$ cat config.mk
export PLATFORM = sky130hd
export DESIGN_NAME = ascr_core
export DESIGN_NICKNAME = d
export VERILOG_FILES = /design/src/ascr_core.v /design/src/ascr_pin_sync.v
export VERILOG_INCLUDE_DIRS = /design/src
export SDC_FILE = /design/constraint.sdc
export NUM_CORES = 1
export LEC_CHECK = 0
export BUFFER_PORTS_ARGS = -buffer_cell sky130_fd_sc_hd__buf_2
export CORE_MARGIN = 2
export CORE_UTILIZATION = 63
export DETAILED_ROUTE_END_ITERATION = 12
export PLACE_DENSITY = 0.85
export SLEW_MARGIN = 25
export SYNTH_ARGS = -nofsm -noshare
export SYNTH_HDL_FRONTEND = slang
export SYNTH_SLANG_ARGS = --single-unit
$ cat constraint.sdc
create_clock -name hclk -period 4.66 [get_ports hclk]
set_input_delay 0.932 -clock hclk [delete_from_list [all_inputs] [get_ports hclk]]
set_output_delay 0.932 -clock hclk [all_outputs]
set_load 0.005 [all_outputs]
$ cat src/ascr_defs.vh
// Constants for the serial configuration and readout block of the multichannel converter.
`ifndef ASCR_DEFS_VH
`define ASCR_DEFS_VH

// Register byte offsets on the AHB-Lite bus.
`define ASCR_OFS_CTRL 8'h00
`define ASCR_OFS_STATUS 8'h04
`define ASCR_OFS_ACTIVE_CFG 8'h08
`define ASCR_OFS_PENDING_CFG 8'h0c
`define ASCR_OFS_RESULT 8'h10
`define ASCR_OFS_RESULT_CFG 8'h14
`define ASCR_OFS_CONV_COUNT 8'h18

// Control register fields.
`define ASCR_CTRL_BUSY_MODE 0
`define ASCR_CTRL_LINK_EN 1
`define ASCR_CTRL_RESET 2'h2

// Status register fields; the sticky flag is cleared by writing one.
`define ASCR_ST_CONVERTING 0
`define ASCR_ST_POWERED 1
`define ASCR_ST_SELECTED 2
`define ASCR_ST_PENDING 3
`define ASCR_ST_SAFE 4
`define ASCR_ST_LATE_ACCESS 5

// Configuration word layout.
`define ASCR_CFG_W 14
`define ASCR_CFG_UPDATE 13
`define ASCR_CFG_INCC_HI 12
`define ASCR_CFG_INCC_LO 10
`define ASCR_CFG_INX_HI 9
`define ASCR_CFG_INX_LO 7
`define ASCR_CFG_BW 6
`define ASCR_CFG_REF_HI 5
`define ASCR_CFG_REF_LO 3
`define ASCR_CFG_SEQ_HI 2
`define ASCR_CFG_SEQ_LO 1
`define ASCR_CFG_RB 0
`define ASCR_CFG_RESET 14'h3fff

// Input channel configuration code for the temperature sensor.
`define ASCR_INCC_TEMP 3'h3

// Reference selection codes.
`define ASCR_REF_INT_2V5 3'h0
`define ASCR_REF_INT_4V096 3'h1
`define ASCR_REF_EXT_BUF_TEMP 3'h2
`define ASCR_REF_EXT_TEMP 3'h3
`define ASCR_REF_EXT_BUF 3'h6
`define ASCR_REF_EXT 3'h7

// Resting levels of the synchronised pins {data in, serial clock, select}; select rests high.
`define ASCR_PIN_IDLE 3'h1

// Result width and serial frame lengths.
`define ASCR_RES_W 16
`define ASCR_CFG_BITS 14

// Timing: conversion time and safe access time in ns, converted to cycles of hclk.
`define ASCR_CLK_NS 4
`define ASCR_CONV_TIME_NS 2200
`define ASCR_DATA_TIME_NS 1200
`define ASCR_CONV_CYCLES (`ASCR_CONV_TIME_NS / `ASCR_CLK_NS)
`define ASCR_DATA_CYCLES (`ASCR_DATA_TIME_NS / `ASCR_CLK_NS)

`endif

$ cat src/ascr_core.v
// Serial configuration, conversion control and readout logic with an AHB-Lite register port.
`timescale 1ns/1ps
`default_nettype none
`include "ascr_defs.vh"

module ascr_core #(
    parameter CONV_CYCLES = `ASCR_CONV_CYCLES,   // Conversion duration in hclk cycles.
    parameter DATA_CYCLES = `ASCR_DATA_CYCLES    // Safe access time in hclk cycles.
) (
    input wire hclk,                  // System clock, 250 MHz.
    input wire hresetn,               // Asynchronous reset, active low.
    input wire hsel,                  // AHB slave select.
    input wire [7:0] haddr,           // AHB byte address, low bits.
    input wire [1:0] htrans,          // AHB transfer type.
    input wire hwrite,                // AHB write flag.
    input wire [2:0] hsize,           // AHB transfer size.
    input wire [31:0] hwdata,         // AHB write data.
    input wire hready,                // AHB bus ready.
    output reg [31:0] hrdata,         // AHB read data.
    output wire hreadyout,            // AHB slave ready, never stalls.
    output wire hresp,                // AHB response, always OKAY.
    input wire conversion_start_select, // Pin: rise starts conversion, low selects.
    input wire serial_clock,          // Pin: serial clock from the host.
    input wire serial_data_in,        // Pin: configuration data from the host.
    output reg serial_result_out,     // Pin: serial result and readback data.
    output reg serial_result_out_oe_n, // Output enable, low while driving.
    input wire [15:0] conv_data,      // Raw code from the converter core.
    output reg conv_active,           // Converter core is converting.
    output reg core_powered,          // Core power, off between conversions.
    output reg int_ref_en,            // Internal reference enabled.
    output reg ref_4v096,             // Internal reference at 4.096 V, else 2.5 V.
    output reg ref_buf_en,            // Internal reference buffer enabled.
    output reg temp_sensor_en,        // Temperature sensor enabled.
    output reg [2:0] mux_incc,        // Input channel configuration.
    output reg [2:0] mux_channel,     // Channel selected for conversion.
    output reg filter_quarter_bw      // One-pole filter at a quarter bandwidth.
);

    // Register of fixed width for the conversion counter.
    localparam CNT_W = 13;
    localparam integer CONV_LAST_I = CONV_CYCLES - 1;   // Last conversion cycle, full width.
    localparam integer DATA_LAST_I = DATA_CYCLES - 1;   // Last safe cycle, full width.
    localparam [CNT_W-1:0] CONV_LAST = CONV_LAST_I[CNT_W-1:0];   // Cut to the counter width.
    localparam [CNT_W-1:0] DATA_LAST = DATA_LAST_I[CNT_W-1:0];   // Cut to the counter width.
    // Serial output frame, enough for a busy bit, the result and readback.
    localparam SR_W = 32;
    // Resting levels of the three synchronised pins.
    localparam [2:0] PIN_IDLE = `ASCR_PIN_IDLE;

    // Reference decode: {internal, 4.096 V, buffer, temperature sensor}.
    function [3:0] ref_decode;
        input [2:0] ref_code;
        begin
            case (ref_code)
                `ASCR_REF_INT_2V5: ref_decode = 4'b1011;
                `ASCR_REF_INT_4V096: ref_decode = 4'b1111;
                `ASCR_REF_EXT_BUF_TEMP: ref_decode = 4'b0011;
                `ASCR_REF_EXT_TEMP: ref_decode = 4'b0001;
                `ASCR_REF_EXT_BUF: ref_decode = 4'b0010;
                `ASCR_REF_EXT: ref_decode = 4'b0000;
                default: ref_decode = 4'b0000;
            endcase
        end
    endfunction

    // Output coding: bipolar modes invert the MSB to give twos complement.
    function [15:0] code_result;
        input [15:0] raw;
        input [2:0] incc;
        begin
            if (incc == `ASCR_INCC_TEMP) begin
                code_result = raw;
            end else if (incc[2:1] == 2'b00 || incc == 3'h2) begin
                code_result = {~raw[15], raw[14:0]};
            end else begin
                code_result = raw;
            end
        end
    endfunction

    // Synchronised pin levels and edges: select, serial clock, data in.
    wire [2:0] pin_raw;
    wire [2:0] pin_lvl;
    wire [2:0] pin_rise;
    wire [2:0] pin_fall;
    assign pin_raw = {serial_data_in, serial_clock, conversion_start_select};

    // One synchroniser per input pin.
    genvar gi;
    generate
        for (gi = 0; gi < 3; gi = gi + 1) begin : g_sync
            ascr_pin_sync #(.IDLE(PIN_IDLE[gi])) u_sync (
                .hclk(hclk),
                .hresetn(hresetn),
                .pin(pin_raw[gi]),
                .level(pin_lvl[gi]),
                .rise(pin_rise[gi]),
                .fall(pin_fall[gi])
            );
        end
    endgenerate

    wire cnv_rise = pin_rise[0];   // Start of a conversion.
    wire cnv_fall = pin_fall[0];   // Start of a serial access.
    wire sck_rise = pin_rise[1];   // Serial clock rising edge.
    wire sck_fall = pin_fall[1];   // Serial clock falling edge.
    wire din_lvl = pin_lvl[2];     // Data in level.

    // Software-visible state.
    reg [1:0] ctrl_q;                  // Busy mode and link enable.
    reg late_access_q;                 // Sticky: activity after safe time.
    reg [31:0] conv_count_q;           // Completed conversions.
    // Conversion state.
    reg [CNT_W-1:0] conv_cnt_q;        // Cycles into the running conversion.
    reg [`ASCR_CFG_W-1:0] active_cfg_q; // Configuration governing conversions.
    reg [`ASCR_CFG_W-1:0] pending_cfg_q; // Last complete word written.
    reg pending_q;                     // A written word waits for conversion end.
    reg [15:0] result_q;               // Result of the last finished conversion.
    reg [`ASCR_CFG_W-1:0] result_cfg_q; // Configuration that made that result.
    // Serial state.
    reg selected_q;                    // Access window open.
    reg [3:0] in_cnt_q;                // Rising edges counted this access.
    reg [`ASCR_CFG_W-2:0] in_sr_q;     // First thirteen bits of the incoming word.
    reg [SR_W-1:0] out_sr_q;           // Outgoing bits, MSB first.

    // Conversion ends on the last counted cycle.
    wire conv_done = conv_active && (conv_cnt_q == CONV_LAST);
    // Safe window is still open while the count has not passed the data time.
    wire in_safe = conv_active && (conv_cnt_q <= DATA_LAST);
    // Serial activity seen on the pins.
    wire pin_activity = sck_rise | sck_fall | pin_rise[2] | pin_fall[2];
    // The fourteenth rising edge completes a configuration word.
    wire cfg_word_done = selected_q && sck_rise && (in_cnt_q == 4'hd);
    wire [`ASCR_CFG_W-1:0] cfg_word = {in_sr_q, din_lvl};
    // Decoded reference controls of the configuration in force.
    wire [3:0] ref_sel_bits = ref_decode(active_cfg_q[`ASCR_CFG_REF_HI:`ASCR_CFG_REF_LO]);

    // AHB address phase capture.
    reg wr_pend_q;          // A write data phase follows.
    reg [7:0] wr_addr_q;    // Address of that write.
    wire ahb_go = hsel && hready && htrans[1];
    wire wr_strobe = wr_pend_q;
    wire late_clr = wr_strobe && (wr_addr_q == `ASCR_OFS_STATUS) &&
                    hwdata[`ASCR_ST_LATE_ACCESS];

    assign hreadyout = 1'b1;
    assign hresp = 1'b0;

    // Capture the address phase of writes for the data phase that follows.
    always @(posedge hclk or negedge hresetn) begin
        if (!hresetn) begin
            wr_pend_q <= 1'b0;
            wr_addr_q <= 8'h00;
        end else if (hready) begin
            wr_pend_q <= ahb_go && hwrite && (hsize == 3'h2);
            wr_addr_q <= haddr;
        end
    end

    // Control register written in the data phase.
    always @(posedge hclk or negedge hresetn) begin
        if (!hresetn) begin
            ctrl_q <= `ASCR_CTRL_RESET;
        end else if (wr_strobe && wr_addr_q == `ASCR_OFS_CTRL) begin
            ctrl_q <= hwdata[1:0];
        end
    end

    // Read data is registered in the address phase; unmapped reads return zero.
    always @(posedge hclk or negedge hresetn) begin
        if (!hresetn) begin
            hrdata <= 32'h00000000;
        end else if (ahb_go && !hwrite) begin
            case (haddr)
                `ASCR_OFS_CTRL: hrdata <= {30'h00000000, ctrl_q};
                `ASCR_OFS_STATUS: hrdata <= {26'h0000000, late_access_q, in_safe,
                                             pending_q, selected_q, core_powered,
                                             conv_active};
                `ASCR_OFS_ACTIVE_CFG: hrdata <= {18'h00000, active_cfg_q};
                `ASCR_OFS_PENDING_CFG: hrdata <= {18'h00000, pending_cfg_q};
                `ASCR_OFS_RESULT: hrdata <= {16'h0000, result_q};
                `ASCR_OFS_RESULT_CFG: hrdata <= {18'h00000, result_cfg_q};
                `ASCR_OFS_CONV_COUNT: hrdata <= conv_count_q;
                default: hrdata <= 32'h00000000;
            endcase
        end
    end

    // Sticky flag for pin activity between the safe time and conversion end.
    // A new event in the clearing cycle keeps the flag set.
    always @(posedge hclk or negedge hresetn) begin
        if (!hresetn) begin
            late_access_q <= 1'b0;
        end else if (conv_active && !in_safe && pin_activity) begin
            late_access_q <= 1'b1;
        end else if (late_clr) begin
            late_access_q <= 1'b0;
        end
    end

    // Conversion sequencer: a select rise starts it, power drops when it ends.
    always @(posedge hclk or negedge hresetn) begin
        if (!hresetn) begin
            conv_active <= 1'b0;
            core_powered <= 1'b0;
            conv_cnt_q <= {CNT_W{1'b0}};
            conv_count_q <= 32'h00000000;
        end else if (conv_done) begin
            conv_active <= 1'b0;
            core_powered <= 1'b0;
            conv_cnt_q <= {CNT_W{1'b0}};
            conv_count_q <= conv_count_q + 32'h00000001;
        end else if (conv_active) begin
            conv_cnt_q <= conv_cnt_q + {{(CNT_W-1){1'b0}}, 1'b1};
        end else if (cnv_rise && ctrl_q[`ASCR_CTRL_LINK_EN]) begin
            conv_active <= 1'b1;
            core_powered <= 1'b1;
            conv_cnt_q <= {CNT_W{1'b0}};
        end
    end

    // Result and configuration update at the end of each conversion.
    always @(posedge hclk or negedge hresetn) begin
        if (!hresetn) begin
            active_cfg_q <= `ASCR_CFG_RESET;
            result_q <= 16'h0000;
            result_cfg_q <= `ASCR_CFG_RESET;
        end else if (conv_done) begin
            result_q <= code_result(conv_data, mux_incc);
            result_cfg_q <= active_cfg_q;
            if (pending_q && pending_cfg_q[`ASCR_CFG_UPDATE]) begin
                active_cfg_q <= pending_cfg_q;
            end
        end
    end

    // Pending word: set by a completed serial write, consumed at conversion end.
    // A word completed in the consuming cycle stays pending for the next one.
    always @(posedge hclk or negedge hresetn) begin
        if (!hresetn) begin
            pending_q <= 1'b0;
            pending_cfg_q <= `ASCR_CFG_RESET;
        end else if (cfg_word_done) begin
            pending_q <= 1'b1;
            pending_cfg_q <= cfg_word;
        end else if (conv_done) begin
            pending_q <= 1'b0;
        end
    end

    // Access window: open on a select fall, closed by the select level going high.
    always @(posedge hclk or negedge hresetn) begin
        if (!hresetn) begin
            selected_q <= 1'b0;
        end else if (pin_lvl[0] || !ctrl_q[`ASCR_CTRL_LINK_EN]) begin
            selected_q <= 1'b0;
        end else if (cnv_fall) begin
            selected_q <= 1'b1;
        end
    end

    // Configuration input shift register on serial clock rising edges.
    always @(posedge hclk or negedge hresetn) begin
        if (!hresetn) begin
            in_cnt_q <= 4'h0;
            in_sr_q <= {(`ASCR_CFG_W-1){1'b0}};
        end else if (cnv_fall) begin
            in_cnt_q <= 4'h0;
        end else if (selected_q && sck_rise && in_cnt_q != 4'he) begin
            in_cnt_q <= in_cnt_q + 4'h1;
            in_sr_q <= {in_sr_q[`ASCR_CFG_W-3:0], din_lvl};
        end
    end

    // Output frame: optional busy bit, result, then readback when enabled.
    reg [SR_W-1:0] frame;
    always @* begin
        frame = {SR_W{1'b0}};
        if (ctrl_q[`ASCR_CTRL_BUSY_MODE]) begin
            // Leading bit shows whether a conversion is still running.
            frame[SR_W-1] = conv_active;
            frame[SR_W-2 -: 16] = result_q;
            if (!active_cfg_q[`ASCR_CFG_RB]) begin
                frame[SR_W-18 -: 14] = result_cfg_q;
            end
        end else begin
            frame[SR_W-1 -: 16] = result_q;
            if (!active_cfg_q[`ASCR_CFG_RB]) begin
                frame[SR_W-17 -: 14] = result_cfg_q;
            end
        end
    end

    // Output shift register: loaded when selected, shifted on falling edges.
    always @(posedge hclk or negedge hresetn) begin
        if (!hresetn) begin
            out_sr_q <= {SR_W{1'b0}};
        end else if (cnv_fall) begin
            out_sr_q <= frame;
        end else if (selected_q && sck_fall) begin
            out_sr_q <= {out_sr_q[SR_W-2:0], 1'b0};
        end
    end

    // Drive the serial output only while the access window is open.
    always @(posedge hclk or negedge hresetn) begin
        if (!hresetn) begin
            serial_result_out <= 1'b0;
            serial_result_out_oe_n <= 1'b1;
        end else begin
            serial_result_out <= selected_q ? out_sr_q[SR_W-1] : 1'b0;
            serial_result_out_oe_n <= ~selected_q;
        end
    end

    // Analog control outputs follow the configuration in force.
    always @(posedge hclk or negedge hresetn) begin
        if (!hresetn) begin
            int_ref_en <= 1'b0;
            ref_4v096 <= 1'b0;
            ref_buf_en <= 1'b0;
            temp_sensor_en <= 1'b0;
            mux_incc <= 3'h7;
            mux_channel <= 3'h0;
            filter_quarter_bw <= 1'b0;
        end else begin
            int_ref_en <= ref_sel_bits[3];
            ref_4v096 <= ref_sel_bits[2];
            ref_buf_en <= ref_sel_bits[1];
            // Sensor is on with the internal reference and in the sensor-on codes.
            temp_sensor_en <= ref_sel_bits[0] | ref_sel_bits[3];
            mux_incc <= active_cfg_q[`ASCR_CFG_INCC_HI:`ASCR_CFG_INCC_LO];
            mux_channel <= active_cfg_q[`ASCR_CFG_INX_HI:`ASCR_CFG_INX_LO];
            filter_quarter_bw <= ~active_cfg_q[`ASCR_CFG_BW];
        end
    end

endmodule

`default_nettype wire

$ cat src/ascr_pin_sync.v
// Two-flop synchroniser with edge detection for one pin input.
`timescale 1ns/1ps
`default_nettype none

module ascr_pin_sync #(
    parameter [0:0] IDLE = 1'b0   // Resting level of the pin, loaded at reset.
) (
    input wire hclk,      // System clock.
    input wire hresetn,   // Asynchronous reset, active low.
    input wire pin,       // Raw pin from outside the clock domain.
    output wire level,    // Synchronised level.
    output wire rise,     // One-cycle pulse on a rising edge.
    output wire fall      // One-cycle pulse on a falling edge.
);

    reg meta_q;   // First stage, read only by the second stage.
    reg sync_q;   // Second stage, the safe level.
    reg prev_q;   // Delayed level for edge detection.

    // Shift the pin through two stages, then keep one more for edges.
    always @(posedge hclk or negedge hresetn) begin
        if (!hresetn) begin
            // Starting at the resting level keeps reset release from faking an edge.
            meta_q <= IDLE;
            sync_q <= IDLE;
            prev_q <= IDLE;
        end else begin
            meta_q <= pin;
            sync_q <= meta_q;
            prev_q <= sync_q;
        end
    end

    assign level = sync_q;
    assign rise = sync_q & ~prev_q;
    assign fall = ~sync_q & prev_q;

endmodule

`default_nettype wire

==> impl_metrics.ini <==
[yosys]
synth.top_cells.by_area = sky130_fd_sc_hd__dfrtp_1 43%, sky130_fd_sc_hd__dfstp_2 13%, sky130_fd_sc_hd__mux2_2 8.6%, sky130_fd_sc_hd__mux2i_1 3.4%, sky130_fd_sc_hd__nand2_1 2.9%
synth-main-ff-cell = sky130_fd_sc_hd__dfrtp_1
synth-seq-cells = 221
synthCells = 855
mappedNetlistNets = 932
share_of_synthesized_cell_area_in_full_adder_half_adder_and_majority_cells_pct = 1.01
synth_top_area_share_pct = 43.0
synth_sequential_area_ratio_pct = 56.2
synth_compound_gate_area_share_pct = 11.5
async_flop_share_pct = 100
synthXorXnorAreaFrac_pct = 3.70
synth_edf_count = 0
post_synth_mux_area_share_pct = 13.0
synth_top_family_by_area = multiplexers
yosys_warnings = 0
post_synth_and_or_nand_nor_area_fraction_pct = 11.6
synth_area_per_cell_um2 = 11.6
synth.largest_area_cell = sky130_fd_sc_hd__dfrtp_1
syn_area_um2 = 9950
netlist-cell-type-count = 57

[critical_path]
ff2ff_path_depth = 6
critical_path_required_ns = 5.10
end_kind = register
worst-setup-path-type = register to register
critical_path_peak_fanout = 20
reg2reg_slack_ns = 1.77
cp_launch_type = register
worstReg2RegStart = conv_cnt_q[3]
cp_data_arrival_time_ns = 3.33
worst_r2r_endpoint = conv_count_q[12]

[placement]
hpwlAfterDp_um = 15200
buffer_ports.inserted = 85
place.gp.congestion = 0.887

[sta]
grt_setup_unrepaired = no
timing.final.crit_period_ns = 2.89
min_period_over_period_pct = 61.9
setup_viol = 0
slew_headroom_pct = 31.0
hold_viol = 0
setup-tns-final_ns = 0
fin_worst_hold_slack_ns = 0.325
clock_skew_ns = 0.0180
final-max-slew-violation-count = 0
timing_worst_slew_pin_value_ns = 1.03
highest_clock_rate_ghz = 0.346

[floorplanning]
initial_utilization_pct = 65.0
die_height_um = 130
io-pin-count = 118
rows = 45
core_area_um2 = 15300
die_area_um2 = 16800
die_w_um = 130

[grt]
first_global_vias = 7078
antenna_found_initial = 0
grt_overflow = 0
grt_first_pass_wirelength_um = 37200
grt_start_max_net_pins = 147
grt_util_all_layers_pct = 28.4

[drt]
drt_first_pass_iters = 6
wl_um = 23300
routed_via_density = 6.22
route.vias.total = 7212
detailedRoute.firstIterationViolations = 641
drc_viols = 0
routedWlPerCell_um = 20.1
detail_route_antenna_nets = 0

[finish]
areaGrowthSynthToFinish_pct = 14.0
antenna_diode_instance_count = 0
final_nets = 1009
final_core_utilization_pct = 74.1
final_layout_size_suffix_gt1_share_pct = 28.2

[power]
pwr-share-seq_pct = 50.2
peakVddDrop_uv = 346
combinational_cell_fraction_of_total_power_pct = 5.7
p_int_w = 0.00310
power_switching_share_pct = 23.2
power_per_cell_area_nw_per_um2 = 356
net-switching-power_w = 0.000936
relative_contribution_of_the_clock_network_to_total_power_pct = 44.1
leakage_component_of_the_power_nw = 5.07

[clock_network]
hold_buffers = 0
post_cts.repair.setup_buffers = 0
cts.sinks = 221
clock_tree.htree_level_count = 1
postCtsResizedCells = 0
clkTransAtPathRegs_ns = 0.06
max-clock-path-buffers = 3
cts.root.buffer_cell = sky130_fd_sc_hd__clkbuf_16
cts-buffers-inserted = 23
cts_tree = built
clk_latency_ns = 0.52

[job]
timing.max_cap.violations = 0

[outcome]
outcome = completed

[min_path]
min_path_type = primary input to async pin
-- logic make-up after synthesis --
group	Yosys count
XOR/XNOR	42
other	2
adder cells (fa/ha/maj)	8
buffers and inverters	72
AND/OR/NAND/NOR	228
multiplexers	119
flip-flops	221
AO/OA/AOI/OAI	163
-- placed cells by master (no fill, tap or decap), types with 23 or more instances in the layout --
cell	instances
sky130_fd_sc_hd__dfstp_2	50
sky130_fd_sc_hd__buf_2	84
sky130_fd_sc_hd__inv_1	25
sky130_fd_sc_hd__nor2_1	33
sky130_fd_sc_hd__nand3_1	26
sky130_fd_sc_hd__o21ai_0	35
sky130_fd_sc_hd__mux2_2	76
sky130_fd_sc_hd__dfrtp_1	170
sky130_fd_sc_hd__nand2_1	76
sky130_fd_sc_hd__clkbuf_16	23
sky130_fd_sc_hd__mux2i_1	34
-- per-layer routing --
metal | GRT usage, % | wire length [µm] | vias up | share of wire [%]
met5 | 0 | 0 | - | 0
met4 | 11.9 | 847 | 0 | 3.6
met3 | 5.41 | 1750 | 65 | 7.5
met2 | 45.8 | 11200 | 306 | 48
met1 | 38.3 | 9520 | 3576 | 41
li1 | - | - | 3265 | -
-- through the flow --
stage | area [µm²] | power, W | cells | worst slack, ns
after global routing | 11300 | 0.00418 | 1160 | 1.63
final | 11300 | 0.00404 | 1160 | 1.77
after detailed placement | 10600 | 0.00228 | 1116 | 1.68
after CTS | 11300 | 0.00407 | 1158 | 1.75
after global placement | 10600 | 0.00228 | 1116 | 1.71
after floorplan | 9950 | 0.00217 | 855 | 2.29
-- cell type report --
cell class                      count  area (µm²)
Timing Repair Buffer               99         564
Sequential cell                   221        5600
Clock buffer                       35         671
Inverter                           25        93.8
Multi-Input combinational cell    562        4090
Clock inverter                      7        67.6
Tap cell                          211         264
Fill cell                        1031        3970
-- worst max-delay path, stage by stage, from the launching register on --
cell and delay (ns):
sky130_fd_sc_hd__dfrtp_1 0.44, sky130_fd_sc_hd__or4bb_1 0.63, sky130_fd_sc_hd__nor4_4 0.70, sky130_fd_sc_hd__buf_4 0.42
sky130_fd_sc_hd__and2_1 0.27, sky130_fd_sc_hd__and4_1 0.23, sky130_fd_sc_hd__xor2_1 0.14
-- worst max-delay path by stage --
stage | start | endpoint | cells after the start
after floorplan | haddr[5] | hrdata[21] | 6
after global placement | hready | hrdata[17] | 4
after detailed placement | hready | hrdata[19] | 4
after CTS | conv_cnt_q[3] | conv_count_q[12] | 6
after global routing | conv_cnt_q[3] | conv_count_q[12] | 6
final | conv_cnt_q[3] | conv_count_q[12] | 6
-- Yosys cell counts, drive strengths merged, types with 25 or more instances --
cell type / count
nand3: 27
dfrtp: 171
inv: 25
clkbuf: 34
nor2: 33
mux2: 85
mux2i: 34
nand2: 76
o21ai: 35
dfstp: 50
-- power by group through the flow --
stage	logic [W]	registers (W)	clock network [W]
final	0.000229	0.00203	0.00178
after global routing	0.000259	0.00204	0.00188
after CTS	0.000227	0.00203	0.00181
after detailed placement	0.000225	0.00206	0
after global placement	0.000217	0.00206	0
after floorplan	0.000136	0.00204	0
-- flip-flops by register name (all words and copies together), names as in the netlist, 4 cells and up --
register,flops
active_cfg_q,14
conv_cnt_q,13
conv_count_q,32
hrdata,32
in_cnt_q,4
in_sr_q,13
out_sr_q,31
pending_cfg_q,14
result_cfg_q,14
result_q,16
wr_addr_q,8
(Power assumes the default switching activity.)
